[config.mk]
export PLATFORM = sky130hd
export DESIGN_NAME = spi_controller_with_loopback
export DESIGN_NICKNAME = d
export VERILOG_FILES = /design/src/rtl/spi_ctrl_pkg.sv /design/src/rtl/spi_rx_fifo.sv /design/src/rtl/spi_controller_with_loopback.sv
export SDC_FILE = /design/constraint.sdc
export NUM_CORES = 1
export LEC_CHECK = 0
export BUFFER_PORTS_ARGS = -buffer_cell sky130_fd_sc_hd__buf_2
export CORE_AREA = 2 2 174 176
export DETAILED_ROUTE_END_ITERATION = 8
export DIE_AREA = 0 0 176 178
export PLACE_DENSITY_LB_ADDON = 0.12
export SLEW_MARGIN = 5
export SYNTH_ARGS = -nofsm -noshare
export SYNTH_HDL_FRONTEND = slang
export SYNTH_SLANG_ARGS = --single-unit
[constraint.sdc]
create_clock -name clk -period 3.7 [get_ports clk]
set_clock_uncertainty 0.15 [all_clocks]
set_input_delay 0.74 -clock clk [delete_from_list [all_inputs] [get_ports clk]]
set_output_delay 0.74 -clock clk [all_outputs]
set_load 0.1 [all_outputs]
[src/rtl/spi_ctrl_pkg.sv]
// Constants and types shared by the SPI controller and its testbench
package spi_ctrl_pkg;
    // Register byte addresses
    localparam logic [7:0] ADDR_PIN_CFG = 8'h00;
    localparam logic [7:0] ADDR_FMT = 8'h04;
    localparam logic [7:0] ADDR_TX1 = 8'h08;
    localparam logic [7:0] ADDR_TX2 = 8'h0C;
    localparam logic [7:0] ADDR_TX3 = 8'h10;
    localparam logic [7:0] ADDR_RX1 = 8'h14;
    localparam logic [7:0] ADDR_RX2 = 8'h18;
    localparam logic [7:0] ADDR_RX3 = 8'h1C;
    localparam logic [7:0] ADDR_EXE = 8'h20;
    localparam logic [7:0] ADDR_DIAG = 8'h24;
    localparam logic [7:0] ADDR_STAT = 8'h28;
    // Field positions
    localparam int PIN_EN_BIT = 0;
    localparam int FMT_CPHA_BIT = 5;
    localparam int FMT_CPOL_BIT = 6;
    localparam int EXE_GO_BIT = 0;
    localparam int EXE_SEL_BIT = 1;
    localparam int DIAG_LOOP_BIT = 0;
    // Reset values
    localparam logic [7:0] FMT_RST = 8'h18;
    localparam logic SEL_RST = 1'b1;
    // Transfer sizes
    localparam int MAX_BITS = 24;
    localparam int WORD_W = 24;
    localparam int FIFO_DEPTH = 8;
    // Serial clock timing
    localparam int CLK_NS = 8;
    localparam int SCLK_HALF_NS = 40;
    localparam int HALF_CYC = (SCLK_HALF_NS + CLK_NS - 1) / CLK_NS;
    // Bus answers
    localparam logic [1:0] RESP_OKAY = 2'b00;
    localparam logic [1:0] RESP_SLVERR = 2'b10;
    // Shift engine states
    typedef enum logic [1:0] {
        ST_IDLE = 2'b00,
        ST_SETUP = 2'b01,
        ST_HIGH = 2'b10
    } spi_state_e;
endpackage

[src/rtl/spi_rx_fifo.sv]
// Receive word FIFO with valid and ready on both sides
`timescale 1ns/1ps
`default_nettype none
module spi_rx_fifo #(
    parameter int WIDTH = 24,
    parameter int DEPTH = 8
) (
    // Clock and reset
    input wire logic clk,
    input wire logic rst_b,
    // Fill side
    input wire logic in_valid,
    output logic in_ready,
    input wire logic [WIDTH-1:0] in_data,
    // Drain side
    output logic out_valid,
    input wire logic out_ready,
    output logic [WIDTH-1:0] out_data
);
    localparam int AW = $clog2(DEPTH);
    logic [WIDTH-1:0] mem [DEPTH];
    logic [AW-1:0] wr_ptr;
    logic [AW-1:0] rd_ptr;
    logic [AW:0] count;
    wire push = in_valid && in_ready;
    wire pop = out_valid && out_ready;
    assign in_ready = (count != (AW+1)'(DEPTH));
    assign out_valid = (count != '0);
    assign out_data = mem[rd_ptr];
    always_ff @(posedge clk)
    begin
        if (push)
        begin
            mem[wr_ptr] <= in_data;
        end
    end
    always_ff @(posedge clk or negedge rst_b)
    begin
        if (!rst_b)
        begin
            wr_ptr <= '0;
            rd_ptr <= '0;
            count <= '0;
        end
        else
        begin
            if (push)
            begin
                wr_ptr <= AW'(wr_ptr + 1'b1);
            end
            if (pop)
            begin
                rd_ptr <= AW'(rd_ptr + 1'b1);
            end
            if (push && !pop)
            begin
                count <= (AW+1)'(count + 1'b1);
            end
            else if (pop && !push)
            begin
                count <= (AW+1)'(count - 1'b1);
            end
        end
    end
endmodule
`default_nettype wire

[src/rtl/spi_controller_with_loopback.sv]
// SPI controller with internal loopback behind an AXI4-Lite register slave
//
// Added by the designer: register access over AXI4-Lite and the address map.
`timescale 1ns/1ps
`default_nettype none
module spi_controller_with_loopback (
    // Clock and reset
    input wire logic clk,
    input wire logic rst_b,
    // AXI4-Lite write channels
    input wire logic [7:0] awaddr,
    input wire logic awvalid,
    output logic awready,
    input wire logic [31:0] wdata,
    input wire logic [3:0] wstrb,
    input wire logic wvalid,
    output logic wready,
    output logic [1:0] bresp,
    output logic bvalid,
    input wire logic bready,
    // AXI4-Lite read channels
    input wire logic [7:0] araddr,
    input wire logic arvalid,
    output logic arready,
    output logic [31:0] rdata,
    output logic [1:0] rresp,
    output logic rvalid,
    input wire logic rready,
    // Serial pins
    output logic general_pin_four_out,
    output logic general_pin_four_oe_b,
    output logic general_pin_five_out,
    output logic general_pin_five_oe_b,
    input wire logic general_pin_six_in,
    output logic general_pin_seven_out,
    output logic general_pin_seven_oe_b
);
    // ********************************
    // Registers and bus slave
    // ********************************
    localparam int WORD_W = spi_ctrl_pkg::WORD_W;
    logic spi_en;
    logic [7:0] fmt;
    logic [7:0] tx1;
    logic [7:0] tx2;
    logic [7:0] tx3;
    logic go;
    logic sel_ctrl;
    logic loopback;
    logic aw_hold;
    logic w_hold;
    logic [7:0] aw_addr_q;
    logic [7:0] w_data_q;
    logic w_lane0;
    spi_ctrl_pkg::spi_state_e state;
    logic [WORD_W-1:0] rx_word;
    logic rx_valid;
    logic rx_ready;
    logic rx_pop;

    wire wr_fire = aw_hold && w_hold;
    wire wr_en = wr_fire && w_lane0;
    wire hit_exe = (aw_addr_q == spi_ctrl_pkg::ADDR_EXE);
    wire wr_exe = wr_en && hit_exe;
    wire cpha = fmt[spi_ctrl_pkg::FMT_CPHA_BIT];
    wire cpol = fmt[spi_ctrl_pkg::FMT_CPOL_BIT];
    wire idle = (state == spi_ctrl_pkg::ST_IDLE);
    wire ar_fire = arvalid && arready;
    wire wr_known = (aw_addr_q <= spi_ctrl_pkg::ADDR_STAT)
        && (aw_addr_q[1:0] == 2'b00);
    wire rd_known = (araddr <= spi_ctrl_pkg::ADDR_STAT)
        && (araddr[1:0] == 2'b00);
    wire [7:0] stat = {5'h0, !rx_ready, rx_valid, go};
    wire [7:0] exe_rd = {6'h0, sel_ctrl, go};
    // Receive bytes show the oldest finished word
    wire [7:0] rd_byte =
        (araddr == spi_ctrl_pkg::ADDR_PIN_CFG) ? {7'h0, spi_en} :
        (araddr == spi_ctrl_pkg::ADDR_FMT) ? fmt :
        (araddr == spi_ctrl_pkg::ADDR_TX1) ? tx1 :
        (araddr == spi_ctrl_pkg::ADDR_TX2) ? tx2 :
        (araddr == spi_ctrl_pkg::ADDR_TX3) ? tx3 :
        (araddr == spi_ctrl_pkg::ADDR_RX1) ? rx_word[7:0] :
        (araddr == spi_ctrl_pkg::ADDR_RX2) ? rx_word[15:8] :
        (araddr == spi_ctrl_pkg::ADDR_RX3) ? rx_word[23:16] :
        (araddr == spi_ctrl_pkg::ADDR_EXE) ? exe_rd :
        (araddr == spi_ctrl_pkg::ADDR_DIAG) ? {7'h0, loopback} :
        (araddr == spi_ctrl_pkg::ADDR_STAT) ? stat : 8'h00;

    assign awready = !aw_hold && !bvalid;
    assign wready = !w_hold && !bvalid;
    assign arready = !rvalid;
    // Reading the top receive byte frees the word
    assign rx_pop = ar_fire && rx_valid
        && (araddr == spi_ctrl_pkg::ADDR_RX3);

    always_ff @(posedge clk or negedge rst_b)
    begin
        if (!rst_b)
        begin
            aw_hold <= 1'b0;
            w_hold <= 1'b0;
            aw_addr_q <= 8'h00;
            w_data_q <= 8'h00;
            w_lane0 <= 1'b0;
            bvalid <= 1'b0;
            bresp <= spi_ctrl_pkg::RESP_OKAY;
        end
        else
        begin
            if (awvalid && awready)
            begin
                aw_hold <= 1'b1;
                aw_addr_q <= awaddr;
            end
            if (wvalid && wready)
            begin
                w_hold <= 1'b1;
                w_data_q <= wdata[7:0];
                w_lane0 <= wstrb[0];
            end
            if (wr_fire)
            begin
                aw_hold <= 1'b0;
                w_hold <= 1'b0;
                bvalid <= 1'b1;
                bresp <= wr_known ? spi_ctrl_pkg::RESP_OKAY
                    : spi_ctrl_pkg::RESP_SLVERR;
            end
            else if (bvalid && bready)
            begin
                bvalid <= 1'b0;
            end
        end
    end

    always_ff @(posedge clk or negedge rst_b)
    begin
        if (!rst_b)
        begin
            rvalid <= 1'b0;
            rdata <= 32'h0000_0000;
            rresp <= spi_ctrl_pkg::RESP_OKAY;
        end
        else if (ar_fire)
        begin
            rvalid <= 1'b1;
            rdata <= {24'h00_0000, rd_byte};
            rresp <= rd_known ? spi_ctrl_pkg::RESP_OKAY
                : spi_ctrl_pkg::RESP_SLVERR;
        end
        else if (rready)
        begin
            rvalid <= 1'b0;
        end
    end

    always_ff @(posedge clk or negedge rst_b)
    begin
        if (!rst_b)
        begin
            spi_en <= 1'b0;
            fmt <= spi_ctrl_pkg::FMT_RST;
            tx1 <= 8'h00;
            tx2 <= 8'h00;
            tx3 <= 8'h00;
            loopback <= 1'b0;
        end
        else if (wr_en)
        begin
            case (aw_addr_q)
                spi_ctrl_pkg::ADDR_PIN_CFG:
                    spi_en <= w_data_q[spi_ctrl_pkg::PIN_EN_BIT];
                spi_ctrl_pkg::ADDR_FMT: fmt <= w_data_q;
                spi_ctrl_pkg::ADDR_TX1: tx1 <= w_data_q;
                spi_ctrl_pkg::ADDR_TX2: tx2 <= w_data_q;
                spi_ctrl_pkg::ADDR_TX3: tx3 <= w_data_q;
                spi_ctrl_pkg::ADDR_DIAG:
                    loopback <= w_data_q[spi_ctrl_pkg::DIAG_LOOP_BIT];
                default: ;
            endcase
        end
    end

    // ********************************
    // Shift engine
    // ********************************
    logic [2:0] div_cnt;
    logic [4:0] bit_left;
    logic [WORD_W-1:0] shreg;
    logic [WORD_W-1:0] rx_sh;
    logic mosi_q;
    logic miso_m;
    logic miso_s;

    wire [4:0] num = fmt[4:0];
    wire [4:0] eff = (num == 5'd0) ? 5'd1 :
        (num > 5'(spi_ctrl_pkg::MAX_BITS)) ?
        5'(spi_ctrl_pkg::MAX_BITS) : num;
    wire [WORD_W-1:0] tx_word = {tx3, tx2, tx1};
    wire [WORD_W-1:0] load = tx_word << (5'd24 - eff);
    wire start = go && idle && rx_ready;
    wire tick = !idle
        && (div_cnt == 3'(spi_ctrl_pkg::HALF_CYC - 1));
    wire lead = tick && (state == spi_ctrl_pkg::ST_SETUP);
    wire trail = tick && (state == spi_ctrl_pkg::ST_HIGH);
    wire sample = cpha ? trail : lead;
    wire shift_out = cpha ? lead : trail;
    wire done = trail && (bit_left == 5'd1);
    wire din = loopback ? mosi_q : miso_s;
    wire [WORD_W-1:0] rx_next = cpha ? {rx_sh[22:0], din} : rx_sh;
    wire sclk_int = cpol ^ (state == spi_ctrl_pkg::ST_HIGH);

    // MISO synchroniser
    always_ff @(posedge clk or negedge rst_b)
    begin
        if (!rst_b)
        begin
            miso_m <= 1'b0;
            miso_s <= 1'b0;
        end
        else
        begin
            miso_m <= general_pin_six_in;
            miso_s <= miso_m;
        end
    end

    // Execute register: go and select
    always_ff @(posedge clk or negedge rst_b)
    begin
        if (!rst_b)
        begin
            go <= 1'b0;
            sel_ctrl <= spi_ctrl_pkg::SEL_RST;
        end
        else
        begin
            if (wr_exe)
            begin
                sel_ctrl <= w_data_q[spi_ctrl_pkg::EXE_SEL_BIT];
            end
            if (done)
            begin
                go <= 1'b0;
            end
            else if (wr_exe && w_data_q[spi_ctrl_pkg::EXE_GO_BIT])
            begin
                go <= 1'b1;
            end
        end
    end

    always_ff @(posedge clk or negedge rst_b)
    begin
        if (!rst_b)
        begin
            div_cnt <= 3'd0;
        end
        else if (idle || tick)
        begin
            div_cnt <= 3'd0;
        end
        else
        begin
            div_cnt <= 3'(div_cnt + 1'b1);
        end
    end

    always_ff @(posedge clk or negedge rst_b)
    begin
        if (!rst_b)
        begin
            state <= spi_ctrl_pkg::ST_IDLE;
            bit_left <= 5'd0;
            shreg <= '0;
            rx_sh <= '0;
            mosi_q <= 1'b0;
        end
        else if (start)
        begin
            state <= spi_ctrl_pkg::ST_SETUP;
            bit_left <= eff;
            shreg <= cpha ? load : {load[22:0], 1'b0};
            rx_sh <= '0;
            mosi_q <= cpha ? mosi_q : load[23];
        end
        else
        begin
            case (state)
                spi_ctrl_pkg::ST_SETUP:
                    if (tick)
                    begin
                        state <= spi_ctrl_pkg::ST_HIGH;
                    end
                spi_ctrl_pkg::ST_HIGH:
                    if (tick)
                    begin
                        state <= done ? spi_ctrl_pkg::ST_IDLE
                            : spi_ctrl_pkg::ST_SETUP;
                        bit_left <= 5'(bit_left - 1'b1);
                    end
                default: state <= spi_ctrl_pkg::ST_IDLE;
            endcase
            if (shift_out)
            begin
                mosi_q <= shreg[23];
                shreg <= {shreg[22:0], 1'b0};
            end
            if (sample)
            begin
                rx_sh <= {rx_sh[22:0], din};
            end
        end
    end

    spi_rx_fifo #(
        .WIDTH(WORD_W),
        .DEPTH(spi_ctrl_pkg::FIFO_DEPTH)
    ) u_rx_fifo (
        .clk(clk),
        .rst_b(rst_b),
        .in_valid(done),
        .in_ready(rx_ready),
        .in_data(rx_next),
        .out_valid(rx_valid),
        .out_ready(rx_pop),
        .out_data(rx_word)
    );

    // ********************************
    // Pin drivers
    // ********************************
    logic pin_sclk;
    logic pin_mosi;
    logic pin_ss;

    // Frozen while loopback runs
    always_ff @(posedge clk or negedge rst_b)
    begin
        if (!rst_b)
        begin
            pin_sclk <= 1'b0;
            pin_mosi <= 1'b0;
            pin_ss <= spi_ctrl_pkg::SEL_RST;
        end
        else if (!loopback)
        begin
            pin_sclk <= sclk_int;
            pin_mosi <= mosi_q;
            pin_ss <= sel_ctrl;
        end
    end

    assign general_pin_four_out = pin_sclk;
    assign general_pin_five_out = pin_mosi;
    assign general_pin_seven_out = pin_ss;
    assign general_pin_four_oe_b = !spi_en;
    assign general_pin_five_oe_b = !spi_en;
    assign general_pin_seven_oe_b = !spi_en;

    // ********************************
    // Assertions
    // ********************************
    logic [4:0] smp_cnt;
    always_ff @(posedge clk or negedge rst_b)
    begin
        if (!rst_b)
        begin
            smp_cnt <= 5'd0;
        end
        else if (start)
        begin
            smp_cnt <= 5'd0;
        end
        else if (sample)
        begin
            smp_cnt <= 5'(smp_cnt + 1'b1);
        end
    end
endmodule
`default_nettype wire

# Yosys cells after proc, flatten, opt, wreduce, memory -nomap -nowiden
# Memory sizes are Yosys's and may differ from the RTL's.
# Index checks and enable logic that the tools add are counted.
[word_totals] regBits=143 ram_bits=192 inputBits=60 out_inout_bits=47 wordCells=179 mem_count=1
[classes] add_sub_neg=7 order_cmp=3 n_eq_ne=24 shift=1 mux=50 bitwise_logic=1 n_reduce_logical=60
[mem_list] name="u_rx_fifo.mem" words=8 width=24 read_ports=1 rd_ports_with_merged_regs=0 wr=1 line_no="spi_rx_fifo.sv:21" rtl="logic [WIDTH-1:0] mem [DEPTH];"
[op_table] operator="24-bit 2-to-1 mux" count=6
[op_table] operator="8-bit 2-to-1 mux" count=8
[op_table] operator="8-bit by 5-bit == test with 1-bit output (second input constant)" count=5
[op_table] operator="8-bit by 6-bit == test with 1-bit output (second input constant)" count=5
[op_table] operator="8-bit by 4-bit == test with 1-bit output (second input constant)" count=4
[op_table] operator="5-bit 2-to-1 mux" count=5
[op_table] operator="1-bit logical AND" count=24
[op_table] operator="24-bit by 5-bit left shift with 24-bit output" count=1
[op_table] operator="2-bit nonzero test" count=10
[op_table] operator="1-bit 2-to-1 mux" count=19
[op_table] operator="2-bit AND reduction" count=9
[op_table] operator="8-bit by 3-bit == test with 1-bit output (second input constant)" count=2
[op_table] operator="8-bit by 6-bit less-or-equal comparator with 1-bit output (second input constant)" count=2
[op_table] operator="8-bit logical NOT" count=2
[op_table] operator="3-bit 2-to-1 mux" count=4
[op_table] operator="2-bit 2-to-1 mux" count=5
[op_table] operator="3-bit by 1-bit adder with 3-bit output (second input constant)" count=3
[op_table] operator="1-bit logical NOT" count=9
[op_table] operator="4-bit 2-to-1 mux" count=2
[op_table] operator="2-bit logical NOT" count=3
[op_table] operator="3-bit != test (second input constant)" count=2
[op_table] operator="5-bit by 1-bit == test with 1-bit output (second input constant)" count=1
[op_table] operator="5-bit greater-than comparator (second input constant)" count=1
[op_table] operator="5-bit logical NOT" count=1
[op_table] operator="other kinds (13)" count=13

# Logic depth before layout (Yosys ltp)
[logic_depth] ltp_word=13 depth_mapped=15 ltp_nobuf=14

# Cells and area by module
# A second synthesis with hierarchy kept.
[unflattened] cells_unflattened=1150 area_unflattened_um2=15862.7
[by_module_without_submodules] module="spi_controller_with_loopback" n_inst=1 cells_per_inst=810 area_per_inst_um2=7982.7 seq_area_each_um2=3283.1
[by_module_without_submodules] module="spi_rx_fifo" n_inst=1 cells_per_inst=340 area_per_inst_um2=7880.1 seq_area_each_um2=6015.8

# Worst setup path before layout
# Ideal clock, no wire load.
[synth_path] path_kind="register -> register" start="reg div_cnt[0]" end="mem u_rx_fifo.mem[0][0] (enable)" setup_ns=0.435 t_arrival_ns=3.291 required_time_ns=3.115 slack_ns=-0.177 stages_incl_launch_ff=10 path_buffers=1 period_less_slack_ns=3.877 path_cell_list="dfrtp_1 -> inv_1 -> ha_1 -> nand4b_1 -> nor3_1 -> and3b_1 -> and2_1 -> clkbuf_1 -> nand2b_1 -> nor3_1"
[synth_between] elab_chain_cells=7
[synth_rtl] element="start: declaration" line_no="spi_controller_with_loopback.sv:187" rtl="logic [2:0] div_cnt;"
[synth_rtl] element="start signal: assignment" line_no="spi_controller_with_loopback.sv:265" rtl="div_cnt <= 3'(div_cnt + 1'b1);"
[synth_rtl] element="3-bit == test" line_no="spi_controller_with_loopback.sv:203" rtl="&& (div_cnt == 3'(spi_ctrl_pkg::HALF_CYC - 1));"
[synth_rtl] element="1-bit logical AND" line_no="spi_controller_with_loopback.sv:203"
[synth_rtl] element="1-bit logical AND" line_no="spi_controller_with_loopback.sv:205" rtl="wire trail = tick && (state == spi_ctrl_pkg::ST_HIGH);"
[synth_rtl] element="1-bit logical AND" line_no="spi_controller_with_loopback.sv:208" rtl="wire done = trail && (bit_left == 5'd1);"
[synth_rtl] element="1-bit logical AND" line_no="spi_rx_fifo.sv:25" rtl="wire push = in_valid && in_ready;"
[synth_rtl] element="net u_rx_fifo.push" line_no="spi_rx_fifo.sv:25"
[synth_rtl] element="1-bit 2-to-1 mux" line_no="spi_rx_fifo.sv:32" rtl="if (push)"
[synth_rtl] element="1-bit 2-to-1 mux (implied by the code)" line_no="spi_rx_fifo.sv:34" rtl="mem[wr_ptr] <= in_data;"
[synth_rtl] element="end: declaration" line_no="spi_rx_fifo.sv:21"
# The timed path passes the listed nets, and every way through them passes these cells.

# Worst setup path in the final report
[layout_path] start="reg fmt[1]" end="reg shreg[17]"
[layout_between] elab_chain_cells=7 elab_cells_between_ends=8 classes_between="add/sub (1); order compare (1); shift (1); mux (4); reduce/logical (1)"
[layout_rtl] element="start: declaration" line_no="spi_controller_with_loopback.sv:43" rtl="logic [7:0] fmt;"
[layout_rtl] element="start signal: assignment" line_no="spi_controller_with_loopback.sv:162" rtl="fmt <= spi_ctrl_pkg::FMT_RST;"
[layout_rtl] element="start signal: assignment" line_no="spi_controller_with_loopback.sv:173" rtl="spi_ctrl_pkg::ADDR_FMT: fmt <= w_data_q;"
[layout_rtl] element="5-bit greater-than comparator" line_no="spi_controller_with_loopback.sv:197" rtl="(num > 5'(spi_ctrl_pkg::MAX_BITS)) ?"
[layout_rtl] element="5-bit 2-to-1 mux" line_no="spi_controller_with_loopback.sv:197"
[layout_rtl] element="5-bit 2-to-1 mux (*)" line_no="spi_controller_with_loopback.sv:196" rtl="wire [4:0] eff = (num == 5'd0) ? 5'd1 :"
[layout_rtl] element="5-bit subtractor (*)" line_no="spi_controller_with_loopback.sv:200" rtl="wire [WORD_W-1:0] load = tx_word << (5'd24 - eff);"
[layout_rtl] element="24-bit by 5-bit left shift with 24-bit output (*)" line_no="spi_controller_with_loopback.sv:200"
[layout_rtl] element="24-bit 2-to-1 mux (*)" line_no="spi_controller_with_loopback.sv:283" rtl="shreg <= cpha ? load : {load[22:0], 1'b0};"
[layout_rtl] element="24-bit 2-to-1 mux (*)" line_no="spi_controller_with_loopback.sv:279" rtl="else if (start)"
[layout_rtl] element="end signal: assignment" line_no="spi_controller_with_loopback.sv:283"
[layout_rtl] element="end signal: assignment" line_no="spi_controller_with_loopback.sv:307" rtl="shreg <= {shreg[22:0], 1'b0};"
[layout_rtl] element="end: declaration" line_no="spi_controller_with_loopback.sv:189" rtl="logic [WORD_W-1:0] shreg;"
# Every way passes the cells marked *; elsewhere a longest branch is shown, timed or not.
# A chain may end at the register's enable or synchronous reset.

==> flow_metrics.py <==
metrics = {
    "floorplan": {
        "core_area_um2": 29400,
        "die_area_um2": 31300,
        "initial_utilization_pct": 54.2,
        "num_io_pins": 107,
        "rows": 63,
        "dieWidth_um": 176,
        "die_h_um": 178,
    },
    "clock_tree": {
        "numCtsBuffers": 36,
        "clkLatencyLatePin_ns": 0.53,
        "root_buffer": "clkbuf_16",
        "post_cts_resized": 0,
        "h-tree-depth": 2,
        "cts_tree": "built",
        "clk_pin_slew_ns": 0.06,
        "cts_buffer_depth": 3,
        "hold_buffers": 0,
        "cts.sinks": 333,
        "cts_setup_buffers": 0,
    },
    "sta": {
        "fin_setup_tns_ns": 0,
        "setup_viol": 0,
        "relSlewSlack_pct": 51.6,
        "timing.final.crit_period_ns": 3.46,
        "slew_violations": 0,
        "worst_pin_slew_ns": 0.726,
        "max_freq_mhz": 289,
        "finalCritPeriodShare_pct": 93.6,
        "rsz0062_at_grt": "no",
        "hold_viol": 0,
    },
    "yosys": {
        "synth_area_leader_cell": "edfxtp_1",
        "netlist_area_um2": 15900,
        "synth-edff-count": 192,
        "yosysMostFrequentCell": "edfxtp_1",
        "yosysUniqueCellTypes": 81,
        "synth_top_area_share_pct": 36.2,
        "synth.yosys.seq_area_share_pct": 58.3,
        "ys_seq_elements": 333,
        "synth_area_leaders": "edfxtp_1 (36%), dfrtp_1 (22%), mux4_2 (9.5%), mux2_2 (6.7%), mux2i_1 (3.6%)",
        "synth_commonest_cells": "edfxtp_1 (192), dfrtp_1 (137), mux2_2 (95)",
        "synth_flop_cell": "edfxtp_1",
        "avgSynthCellArea_um2": 14.0,
        "async_flop_share_pct": 42.3,
        "synth_cells": 1140,
        "yosysWarnings": 0,
    },
    "detailed_routing": {
        "vias": 9874,
        "dr.first_iter.drc_count": 779,
        "viasPerCell": 6.02,
        "wl_um": 36800,
        "drt_pre_antenna_iters": 4,
        "antenna_left": 0,
        "drc": 0,
        "wl_per_cell_um": 22.4,
    },
    "placed_design": {
        "port-buffer-count": 53,
        "dp_hpwl_um": 25000,
        "placed_cells": 1575,
        "globalplace.congestion": 0.890,
    },
    "job": {
        "drv_cap": 0,
    },
    "critical_path": {
        "timing.rr.start": "fmt[1]",
        "worstPathArrival_ns": 3.69,
        "crit_start": "fmt[1]",
        "reg2reg_slack_ns": 0.24,
        "endpoint_kind": "flop",
        "cp_max_fo": 12,
        "rr_endpoint": "shreg[17]",
        "ff2ff_path_depth": 11,
        "endpoint": "shreg[17]",
        "cp-start-kind": "flop",
        "critPathKind": "reg -> reg",
        "required_ns": 3.93,
    },
    "min_path": {
        "hp-class": "in -> async",
    },
    "power": {
        "powerDensity_nw_per_um2": 534,
        "ir_drop_mv": 0.410,
        "p_leak_nw": 6.26,
    },
    "grt": {
        "grt_usage_pct": 24.3,
        "grt_max_degree": 77,
        "grt_pass1_vias": 10000,
        "grt_pass1_wl_um": 58000,
        "antenna_found_initial": 0,
        "overflow": 0,
    },
    "final_layout": {
        "layout.nets": 1294,
        "layout.cells.non_filler": 1640,
        "diodes": 0,
        "area_growth_pct": 13.2,
        "drive_above_1_share_pct": 28.9,
    },
    "outcome": {
        "status": "finished clean",
    },
}
==> routing by layer <==
| layer | global-route usage (%) | part of all wire, % | vias to the layer above |
|---|---|---|---|
| li1 | - | - | 4542 |
| met1 | 32.1 | 42 | 4977 |
| met2 | 41.4 | 49 | 281 |
| met3 | 3.41 | 4.6 | 74 |
| met4 | 9.16 | 3.6 | 0 |
| met5 | 0 | 0 | - |
==> placed cells by master (no fill, tap or decap), types with 10 or more instances in the layout <==
cell type and count:
inv_1 19, buf_2 52, mux2_2 95, mux4_2 67, edfxtp_1 192, a22oi_1 24, nor3_1 18, clkbuf_16 37
o22ai_1 13, nand3_1 10, nand2b_1 25, a21oi_1 38, mux2i_1 56, a211oi_1 10, buf_4 51, o21ai_0 31
dfrtp_1 133, conb_1 26, nand2_1 67, nor2_1 67, o221ai_1 12
==> stage by stage <==
stage	cell area [µm²]	util (%)	total power, W	worst slack, ns	hold WS (ns)
final	18000	61.4	0.00964	0.238	0.0816
after global routing	18000	61.4	0.0100	0.0447	0.135
after CTS	18000	61.3	0.00971	0.146	0.105
after detailed placement	16900	57.3	0.00618	0.155	0.191
after global placement	16900	57.3	0.00616	0.218	0.185
after floorplan	16100	-	0.00573	0.0579	0.181
==> final cells by class <==
class                      count  area (µm²)
multi-input combinational    723        6250
sequential                   333        9300
tap                          390         488
inverter                      21        85.1
timing repair buffer         108         734
clock buffer                  51        1050
fill                        2228       11400
clock inverter                14         131
==> registers in the layout (all words and copies together), names as in the netlist, 2 cells and up <==
register / flops
tx1: 8
u_rx_fifo.wr_ptr: 3
fmt: 8
rx_sh: 24
tx3: 8
rdata: 8
tx2: 8
u_rx_fifo.rd_ptr: 3
aw_addr_q: 8
div_cnt: 3
u_rx_fifo.mem: 192
w_data_q: 8
u_rx_fifo.count: 4
shreg: 24
state: 2
bit_left: 5
==> worst min path at each step <==
stage                        end  slack (ns)  cells past startpoint
after floorplan           miso_s        0.18                      0
after global placement    miso_s        0.18                      0
after detailed placement  miso_s        0.19                      0
after CTS                 w_hold        0.11                      1
after global routing      w_hold        0.14                      1
final                     w_hold        0.08                      1
==> cell families (layout without fill, tap and decap cells) <==
group           count (synthesis)  count (layout)  synth area share, %
buf+inv                       109             194                 3.38
other cells                     1              26               0.0235
simple gates                  250             250                 7.78
compound gates                205             205                 9.06
flops                         333             333                 58.3
fa+ha+maj                      11              11                0.910
xor+xnor                       12              12                0.777
mux                           219             219                 19.8
==> where the power goes <==
group          internal (W)  switching, W  leakage, nW
combinational      0.000605       0.00115         2.41
clock               0.00206       0.00146        0.575
sequential          0.00410      0.000267         3.28
total               0.00677       0.00288         6.26
==> worst max-delay path: stages (launching register included) <==
cell and delay, ns:
dfrtp_1 0.38, or4_1 0.61, nand2_4 0.11, inv_4 0.03
ha_2 0.46, buf_4 0.22, nand2b_1 0.15, a22oi_1 0.07
nand2b_1 0.18, mux2_2 0.29, a221oi_1 0.49, a32oi_1 0.17
(Power assumes the default switching activity.)
